File: src/hw/home_seek_regs.vh
// Register offsets, fields, reset values and codes for home-seek control
`ifndef HOME_SEEK_REGS_VH
`define HOME_SEEK_REGS_VH
`define HS_ADDR_W 8
`define HS_OFF_CTRL 8'h00
`define HS_OFF_CMD 8'h04
`define HS_OFF_STATUS 8'h08
`define HS_OFF_START_VEL 8'h0C
`define HS_OFF_RUN_VEL 8'h10
`define HS_OFF_ACCEL 8'h14
`define HS_OFF_DECEL 8'h18
`define HS_OFF_POS_LIMIT 8'h1C
`define HS_OFF_NEG_LIMIT 8'h20
`define HS_OFF_OFFSET 8'h24
`define HS_OFF_POS_CMD 8'h28
`define HS_CTRL_SLE_BIT 0
`define HS_CTRL_PAT_LSB 4
`define HS_CTRL_PAT_MSB 7
`define HS_CMD_POS_BIT 0
`define HS_CMD_NEG_BIT 1
`define HS_CMD_SEQ_BIT 2
`define HS_ST_MOVING_BIT 0
`define HS_ST_END_BIT 1
`define HS_ST_FOUND_BIT 2
`define HS_ST_LIMACT_BIT 3
`define HS_ST_SEARCH_BIT 4
`define HS_ST_CODE_LSB 8
`define HS_ST_CODE_MSB 15
`define HS_CTRL_RST 32'h0000_0000
`define HS_VEL_RST 32'h0000_0000
`define HS_ALARM_BUSY 8'hA0
`define HS_ALARM_SIGNALS 8'h70
`define HS_ALARM_NONE 8'h00
`define HS_PAT_ALL_SIGNALS 4'h4
`define HS_PAT_DRIVER_DIR 4'hC
`define HS_SYNC_STAGES 3
`endif

File: src/hw/home_seek_control.v
// Home-seek control: start checks, profile capture, result handling, APB registers
//
// The address map and register access over APB are this design's own decisions.
`timescale 1ns/1ns
`default_nettype none
`include "home_seek_regs.vh"
module home_seek_control (
  input wire clock_i,
  input wire resetn_i,
  input wire ce_i,
  input wire psel_i,
  input wire penable_i,
  input wire pwrite_i,
  input wire [31:0] paddr_i,
  input wire [31:0] pwdata_i,
  output wire [31:0] prdata_o,
  output wire pready_o,
  output wire pslverr_o,
  input wire home_search_positive_pin_i,
  input wire home_search_negative_pin_i,
  input wire can_search_positive_i,
  input wire can_search_negative_i,
  input wire other_motion_i,
  input wire current_on_i,
  input wire alarm_active_i,
  input wire positive_limit_switch_assigned_i,
  input wire negative_limit_switch_assigned_i,
  input wire home_switch_assigned_i,
  input wire search_done_i,
  input wire search_ok_i,
  input wire motion_req_i,
  input wire wait_motion_complete_i,
  output wire motion_reject_o,
  output wire sequence_stall_o,
  output reg search_run_o,
  output reg search_dir_negative_o,
  output reg dir_from_driver_o,
  output reg [31:0] start_velocity_o,
  output reg [31:0] run_velocity_o,
  output reg [31:0] accel_time_o,
  output reg [31:0] decel_time_o,
  output wire [31:0] electrical_home_offset_o,
  output wire [31:0] position_command_o,
  output wire soft_limit_active_o,
  output wire moving_flag_o,
  output wire motion_end_flag_o,
  output wire home_found_flag_o,
  output wire home_found_output_o,
  output reg error_msg_o,
  output reg alarm_raise_o,
  output wire [7:0] alarm_code_o
);
  localparam ST_IDLE = 1'b0;
  localparam ST_SEARCH = 1'b1;

  reg rst_s1_q;
  reg rst_n_q;
  wire rst_n;
  always @(posedge clock_i or negedge resetn_i)
  begin
    if (!resetn_i)
    begin
      rst_s1_q <= 1'b0;
      rst_n_q <= 1'b0;
    end
    else
    begin
      rst_s1_q <= 1'b1;
      rst_n_q <= rst_s1_q;
    end
  end
  assign rst_n = rst_n_q;

  wire [1:0] pin_lvl;
  pin_sync #(
    .WIDTH(2)
  ) u_pin_sync (
    .clock_i(clock_i),
    .rst_n_i(rst_n),
    .ce_i(ce_i),
    .pin_i({home_search_negative_pin_i, home_search_positive_pin_i}),
    .level_o(pin_lvl)
  );

  // Pin starts act on the rising level only, so a held input starts once
  reg [1:0] pin_prev_q;
  wire [1:0] pin_rise = pin_lvl & ~pin_prev_q;

  reg [31:0] ctrl_q;
  reg [31:0] start_vel_q;
  reg [31:0] run_vel_q;
  reg [31:0] accel_q;
  reg [31:0] decel_q;
  reg [31:0] pos_lim_q;
  reg [31:0] neg_lim_q;
  reg [31:0] offset_q;
  reg [31:0] pos_cmd_q;
  reg state_q;
  reg found_q;
  reg limits_on_q;
  reg end_q;
  reg [7:0] code_q;

  wire [7:0] addr = paddr_i[7:0];
  wire addr_hi_zero = (paddr_i[31:8] == 24'h00_0000);
  wire access = psel_i && penable_i;
  wire wr = access && pwrite_i && ce_i;
  reg mapped;
  reg [31:0] rdata;

  wire [3:0] pattern = ctrl_q[`HS_CTRL_PAT_MSB:`HS_CTRL_PAT_LSB];
  wire soft_limit_enable = ctrl_q[`HS_CTRL_SLE_BIT];
  wire searching = (state_q == ST_SEARCH);

  // Start requests; software command takes priority over pin, pin over CANopen
  wire cmd_wr = wr && (addr == `HS_OFF_CMD) && addr_hi_zero;
  wire cmd_pos = cmd_wr && pwdata_i[`HS_CMD_POS_BIT];
  wire cmd_neg = cmd_wr && pwdata_i[`HS_CMD_NEG_BIT] && !pwdata_i[`HS_CMD_POS_BIT];
  wire cmd_seq = pwdata_i[`HS_CMD_SEQ_BIT];
  wire any_cmd = cmd_pos || cmd_neg;
  wire pin_pos = pin_rise[0];
  wire pin_neg = pin_rise[1] && !pin_rise[0];
  wire can_pos = can_search_positive_i;
  wire can_neg = can_search_negative_i && !can_search_positive_i;
  wire start_req = any_cmd || pin_pos || pin_neg || can_pos || can_neg;
  reg start_neg;
  always @*
  begin
    if (any_cmd)
    begin
      start_neg = cmd_neg;
    end
    else if (pin_pos || pin_neg)
    begin
      start_neg = pin_neg;
    end
    else
    begin
      start_neg = can_neg;
    end
  end
  wire from_seq = any_cmd && cmd_seq;

  // Signal requirements per pattern; driver-directed pattern needs none
  reg need_lim;
  reg need_home;
  always @*
  begin
    case (pattern)
      `HS_PAT_ALL_SIGNALS:
      begin
        need_lim = 1'b1;
        need_home = 1'b1;
      end
      `HS_PAT_DRIVER_DIR:
      begin
        need_lim = 1'b0;
        need_home = 1'b0;
      end
      default:
      begin
        need_lim = 1'b1;
        need_home = 1'b0;
      end
    endcase
  end
  wire lim_ok = positive_limit_switch_assigned_i && negative_limit_switch_assigned_i;
  wire signals_ok = (!need_lim || lim_ok) && (!need_home || home_switch_assigned_i);
  wire busy_block = searching || other_motion_i || !current_on_i || alarm_active_i;
  wire start_ok = start_req && !busy_block && signals_ok;
  wire start_bad = start_req && !start_ok;

  always @(posedge clock_i or negedge rst_n)
  begin
    if (!rst_n)
    begin
      state_q <= ST_IDLE;
      pin_prev_q <= 2'b00;
      found_q <= 1'b0;
      limits_on_q <= 1'b0;
      end_q <= 1'b0;
      code_q <= `HS_ALARM_NONE;
      search_run_o <= 1'b0;
      search_dir_negative_o <= 1'b0;
      dir_from_driver_o <= 1'b0;
      start_velocity_o <= `HS_VEL_RST;
      run_velocity_o <= `HS_VEL_RST;
      accel_time_o <= `HS_VEL_RST;
      decel_time_o <= `HS_VEL_RST;
      error_msg_o <= 1'b0;
      alarm_raise_o <= 1'b0;
      ctrl_q <= `HS_CTRL_RST;
      start_vel_q <= `HS_VEL_RST;
      run_vel_q <= `HS_VEL_RST;
      accel_q <= `HS_VEL_RST;
      decel_q <= `HS_VEL_RST;
      pos_lim_q <= `HS_VEL_RST;
      neg_lim_q <= `HS_VEL_RST;
      offset_q <= `HS_VEL_RST;
      pos_cmd_q <= `HS_VEL_RST;
    end
    else if (ce_i)
    begin
      pin_prev_q <= pin_lvl;
      error_msg_o <= 1'b0;
      alarm_raise_o <= 1'b0;
      if (wr && addr_hi_zero)
      begin
        case (addr)
          `HS_OFF_CTRL: ctrl_q <= pwdata_i;
          `HS_OFF_START_VEL: start_vel_q <= pwdata_i;
          `HS_OFF_RUN_VEL: run_vel_q <= pwdata_i;
          `HS_OFF_ACCEL: accel_q <= pwdata_i;
          `HS_OFF_DECEL: decel_q <= pwdata_i;
          `HS_OFF_POS_LIMIT: pos_lim_q <= pwdata_i;
          `HS_OFF_NEG_LIMIT: neg_lim_q <= pwdata_i;
          `HS_OFF_OFFSET: offset_q <= pwdata_i;
          `HS_OFF_POS_CMD: pos_cmd_q <= pwdata_i;
          default:
          begin
          end
        endcase
      end
      if (start_bad)
      begin
        if (from_seq)
        begin
          alarm_raise_o <= 1'b1;
          code_q <= signals_ok ? `HS_ALARM_BUSY : `HS_ALARM_SIGNALS;
        end
        else
        begin
          error_msg_o <= 1'b1;
        end
      end
      case (state_q)
        ST_IDLE:
        begin
          if (start_ok)
          begin
            state_q <= ST_SEARCH;
            search_run_o <= 1'b1;
            end_q <= 1'b0;
            found_q <= 1'b0;
            limits_on_q <= 1'b0;
            search_dir_negative_o <= start_neg;
            dir_from_driver_o <= (pattern == `HS_PAT_DRIVER_DIR);
            start_velocity_o <= start_vel_q;
            run_velocity_o <= run_vel_q;
            accel_time_o <= accel_q;
            decel_time_o <= decel_q;
          end
        end
        ST_SEARCH:
        begin
          if (search_done_i)
          begin
            state_q <= ST_IDLE;
            search_run_o <= 1'b0;
            end_q <= 1'b1;
            if (search_ok_i)
            begin
              pos_cmd_q <= 32'h0000_0000;
              found_q <= 1'b1;
              limits_on_q <= soft_limit_enable && ((pos_lim_q != 32'h0000_0000)
                || (neg_lim_q != 32'h0000_0000));
            end
            else
            begin
              found_q <= 1'b0;
            end
          end
        end
        default:
        begin
          state_q <= ST_IDLE;
        end
      endcase
    end
  end

  always @*
  begin
    mapped = addr_hi_zero;
    rdata = 32'h0000_0000;
    case (addr)
      `HS_OFF_CTRL: rdata = ctrl_q;
      `HS_OFF_CMD: rdata = 32'h0000_0000;
      `HS_OFF_STATUS:
      begin
        rdata[`HS_ST_MOVING_BIT] = searching;
        rdata[`HS_ST_END_BIT] = end_q;
        rdata[`HS_ST_FOUND_BIT] = found_q;
        rdata[`HS_ST_LIMACT_BIT] = soft_limit_active_o;
        rdata[`HS_ST_SEARCH_BIT] = searching;
        rdata[`HS_ST_CODE_MSB:`HS_ST_CODE_LSB] = code_q;
      end
      `HS_OFF_START_VEL: rdata = start_vel_q;
      `HS_OFF_RUN_VEL: rdata = run_vel_q;
      `HS_OFF_ACCEL: rdata = accel_q;
      `HS_OFF_DECEL: rdata = decel_q;
      `HS_OFF_POS_LIMIT: rdata = pos_lim_q;
      `HS_OFF_NEG_LIMIT: rdata = neg_lim_q;
      `HS_OFF_OFFSET: rdata = offset_q;
      `HS_OFF_POS_CMD: rdata = pos_cmd_q;
      default: mapped = 1'b0;
    endcase
    if (!addr_hi_zero)
    begin
      rdata = 32'h0000_0000;
    end
  end

  // Zero-wait slave: every access completes in its first access cycle
  assign pready_o = 1'b1;
  assign pslverr_o = access && !mapped;
  assign prdata_o = (access && !pwrite_i) ? rdata : 32'h0000_0000;

  assign motion_reject_o = motion_req_i && searching;
  // A sequence waiting on motion complete holds while any motion, this search included, is under way
  assign sequence_stall_o = wait_motion_complete_i && (searching || other_motion_i);
  assign soft_limit_active_o = limits_on_q && !searching;
  assign moving_flag_o = searching;
  assign motion_end_flag_o = end_q;
  assign home_found_flag_o = found_q;
  assign home_found_output_o = found_q;
  assign electrical_home_offset_o = offset_q;
  assign position_command_o = pos_cmd_q;
  assign alarm_code_o = code_q;
endmodule // home_seek_control
`default_nettype wire

File: src/hw/pin_sync.v
// Three-stage pin synchroniser with agreement filter, one instance per bit group
`timescale 1ns/1ns
`default_nettype none
module pin_sync #(
  parameter WIDTH = 4
) (
  input wire clock_i,
  input wire rst_n_i,
  input wire ce_i,
  input wire [WIDTH-1:0] pin_i,
  output wire [WIDTH-1:0] level_o
);
  genvar g;
  generate
    for (g = 0; g < WIDTH; g = g + 1)
    begin : g_bit
      reg s1_q;
      reg s2_q;
      reg s3_q;
      reg lvl_q;
      always @(posedge clock_i or negedge rst_n_i)
      begin
        if (!rst_n_i)
        begin
          s1_q <= 1'b0;
          s2_q <= 1'b0;
          s3_q <= 1'b0;
          lvl_q <= 1'b0;
        end
        else if (ce_i)
        begin
          s1_q <= pin_i[g];
          s2_q <= s1_q;
          s3_q <= s2_q;
          // Only accepted once two later stages agree
          if (s2_q == s3_q)
          begin
            lvl_q <= s3_q;
          end
        end
      end
      assign level_o[g] = lvl_q;
    end
  endgenerate
endmodule // pin_sync
`default_nettype wire

File: config.mk
export PLATFORM = sky130hd
export DESIGN_NAME = home_seek_control
export DESIGN_NICKNAME = d
export VERILOG_FILES = /design/src/hw/home_seek_control.v /design/src/hw/pin_sync.v
export VERILOG_INCLUDE_DIRS = /design/src /design/src/hw
export SDC_FILE = /design/constraint.sdc
export NUM_CORES = 1
export LEC_CHECK = 0
export ABC_CLOCK_PERIOD_IN_PS = 20800
export BUFFER_PORTS_ARGS = -buffer_cell sky130_fd_sc_hd__buf_2
export CORE_MARGIN = 5
export CORE_UTILIZATION = 35
export DETAILED_ROUTE_END_ITERATION = 10
export SKIP_LAST_GASP = 1
export SLEW_MARGIN = 10
export SYNTH_ARGS = -nofsm -noshare
export SYNTH_HDL_FRONTEND = slang
export SYNTH_SLANG_ARGS = --single-unit
export TNS_END_PERCENT = 100
File: constraint.sdc
create_clock -name clock_i -period 20.8 [get_ports clock_i]
set_clock_uncertainty 0.1 [all_clocks]
set_input_delay 4.16 -clock clock_i [delete_from_list [all_inputs] [get_ports clock_i]]
set_output_delay 4.16 -clock clock_i [all_outputs]
set_load 0.1 [all_outputs]
==> metrics.md <==
| Metric | Value |
|---|---|
| Outcome | finished, final reports clean |
| Final antenna-violating net count | 0 |
| #FFs+latches synth | between 400 and 500 |
| Fillers | approximately 5100 |
| Cells after Synth | between 1000 and 1500 |
| Yosys warning count | 0 |
| Sequential Power Share | approximately 47% |
| Largest net degree at the start of global routing | slightly below 80 |
| HPWL after detailed placement | 44600 µm |
| Final Hold Viols | 0 |
| Max-slew violation count | 0 |
| Final WL | 67300 µm |
| Die height | between 200 and 250 µm |
| Critical Path Source Type | input port |
| CP arrival | ~8 ns |
| Final setup fails | 0 |
| RSZ-0062 raised after global routing | false |
| CP max stage cell | nor4b_4 |
| Hold Path End | rst_n |
| RR Startpoint | ctrl_q[5] |
| # Post-CTS Setup Buffers | 0 |
| Multi-input gate area | 7690 µm² |
| CTS H-tree lvls | 2 |
| CP max FO | 37 |
| Peak VDD IR | about 0.000060 V |
| Commonest non-fill, non-tap cell in the layout | dfrtp_1 |
| Placer congestion estimate | about 0.82 |
| Worst slew margin | between 10% and 20% |
| CTS Buf Count | 50 |
| Global-route wire length before repair | between 90000 and 100000 µm |
| DRC viols | 0 |
| Worst-path cell chain | buf_2 -> buf_4 -> nor4b_4 -> buf_4 -> and2_2 -> a22oi_1 -> a31oi_1 -> buf_2 |
| Horiz. Die Dim | 245 µm |
| First drt pass iteration count | 8 |
| Clock transition at the registers of the reported paths | ~0.060 ns |
| Clock sinks | 440 |
| Via Count | 13750 |
| Internal power | roughly 0.0014 W |
| Hold_buf cts | 0 |
| Synth top area share | 57.2% |
| Ys async rst share | 100% |
| Synth cell types | 65 |
| Synth Area per Inst | between 10 and 15 µm² |
| Top cells by area, synth | dfrtp_1, mux2_1, mux2_2, a22o_1, buf_6 |
| Total grt overflow | 0 |
| R2r setup slk | roughly 17 ns |
| Largest area contributor in the netlist | dfrtp_1 |
| Crit Path Class | in -> out |
| Synthesis-to-finish area growth | 19.8% |
| Skew-Pair Late Insertion Delay | about 0.58 ns |
| Switching Share | between 20% and 30% |
| Worst hold path type | reg -> reg |
| Vias in the first global route | approximately 14000 |
| Reg-to-reg endpoint | accel_time_o[16] |
| Pwr dens | around 81 nW/µm² |
| Wire per inst | 27.5 µm |
| Drt initial violations | around 1100 |
| Fin crit period | 12.24 ns |
| GRT Total Usage | between 20% and 30% |
| Port bufs | 324 |
| Critical Path Max Stage Delay | around 0.8 ns |
| Clock root buffer | clkbuf_16 |
| Initial Util | around a third |
| Top_reg_cell synth | dfrtp_1 |
| Sw Pwr | around 0.00045 W |
| Drt via density | between 5 and 6 |
| Initial antenna violation count | 3 |
| Hold path depth | 0 |
| Final sum of negative setup slack | 0 ns |
| Max cap viols | 0 |
| Placed cell areas | 21400 µm² |
| Io pins | 330 |
| Leakage power | about 12 nW |
| TritonCTS clock tree | built |
| Post-route clock period utilization | 58.8% |
| Clk pwr share | between 40% and 50% |
| Crit. End Element | primary output |
| Core box area | ~55000 µm² |
| Cts repair resizes | 0 |
| Worst path required time | ~17 ns |
| Die area | 59800 µm² |
| Logic pwr share | under 10% |
| Fmax | just over 80 MHz |
| Sequential fraction of the synthesis area | 57.2% |
| Layout cells sized above 1 | between 30 and 40% |
| Measured slew at the worst slew-check pin | 1.21 ns |
| Layout net count | approximately 1800 |
| Number of flops mapped to enable cells by yosys | 0 |
| Design Area, Final | ~23000 µm² |
| Reg2reg path depth | 8 |
| Synthesized area | 19300 µm² |
| Hold Crit Start | rst_s1_q |
| Register area | around 11000 µm² |
| CTS max path bufs | 3 |
| Row cnt | 86 |
| Most frequent cells in the layout | dfrtp_1, buf_2, mux2_1 |
-- power groups by stage --
stage,clock network [W],logic (W),registers (W)
after floorplan,0,0.0000357,0.000914
after global placement,0,0.000101,0.000886
after detailed placement,0,0.000103,0.000886
after CTS,0.000909,0.000103,0.000870
after global routing,0.000943,0.000110,0.000871
final,0.000889,0.000102,0.000870
-- critical path, delay by kind of cell --
family                 cells  cell delay [ns]
buffers and inverters      4             1.56
AND/OR/NAND/NOR            2             1.56
AO/OA/AOI/OAI              2             0.66
-- per-layer routing --
layer / part of all wire, % / global-route usage, % / vias up
met2: 48 / 36.9 / 554
met5: 0.010 / 0 / -
met1: 41 / 28.6 / 7169
met4: 3.2 / 6.85 / 2
li1: - / - / 5890
met3: 7.4 / 5.48 / 135
-- layout make-up --
class | count | share of cell area, %
diodes | 1 | 0.0108
clock buffers | 73 | 6.24
clock inverters | 16 | 0.846
inverters | 6 | 0.0976
multi-input cells | 854 | 33.3
flip-flops and latches | 440 | 47.7
well taps | 704 | 3.82
repair buffers | 352 | 7.94
-- cell families after synthesis --
kind of cell    after synthesis  synth area share [%]
buf+inv                     107                  3.53
other cells                   2                0.0390
xor+xnor                      1                0.0455
mux                         416                  24.3
compound gates              227                  8.89
simple gates                204                  6.05
flops                       440                  57.2
-- stage by stage --
step | cells | setup slack (ns) | utilization (%) | total power, W | hold slack [ns]
floorplan | 1401 | 7.53 | - | 0.000950 | 0.231
finish | 2446 | 8.56 | 42.1 | 0.00186 | 0.253
global route | 2446 | 8.50 | 42.1 | 0.00192 | 0.276
detailed placement | 2356 | 8.33 | 39.1 | 0.000989 | 0.240
CTS | 2445 | 8.33 | 42.1 | 0.00188 | 0.257
global placement | 2356 | 8.34 | 39.1 | 0.000987 | 0.242
-- sequential cells by signal (all words and copies together), names as in the netlist, 3 cells and up --
signal                    flops
position_command_o           32
start_vel_q                  32
ctrl_q                       32
accel_q                      32
accel_time_o                 32
decel_time_o                 32
start_velocity_o             32
run_velocity_o               32
decel_q                      32
electrical_home_offset_o     32
pos_lim_q                    32
alarm_code_o                  3
neg_lim_q                    32
run_vel_q                    32
-- worst max path at each step --
stage                     from           end  slack, ns  depth (start not counted)
detailed placement  paddr_i[5]  prdata_o[31]       8.33                          8
global route        paddr_i[5]  prdata_o[31]       8.50                          8
global placement    paddr_i[5]  prdata_o[31]       8.34                          8
finish              paddr_i[5]  prdata_o[31]       8.56                          8
CTS                 paddr_i[5]  prdata_o[31]       8.33                          8
floorplan                rst_n    accel_q[0]       7.53                          0
-- synthesized netlist by cell type, types with 2 or more instances --
cell type / count
a221oi_1: 12
mux2_1: 231
dfrtp_1: 440
o21ai_0: 30
a21oi_1: 23
nor2_1: 23
nand2b_1: 4
mux2_2: 172
a22o_1: 50
o2bb2ai_1: 5
nor4_1: 27
nand2_1: 63
conb_1: 2
buf_2: 17
nor2b_1: 8
a22oi_1: 37
nor4_2: 2
inv_1: 6
and2_0: 3
nand4b_1: 2
or4b_2: 2
and3_1: 2
nand3_1: 29
nor4b_1: 2
a222oi_1: 29
nand4_1: 8
nand2_4: 8
a41oi_1: 4
or4_1: 2
nor3b_1: 2
nor3_1: 3
buf_1: 4
a31oi_1: 25
buf_6: 30
a31o_2: 2
buf_4: 8
mux2i_1: 12
clkbuf_1: 41
(Power assumes the default switching activity.)
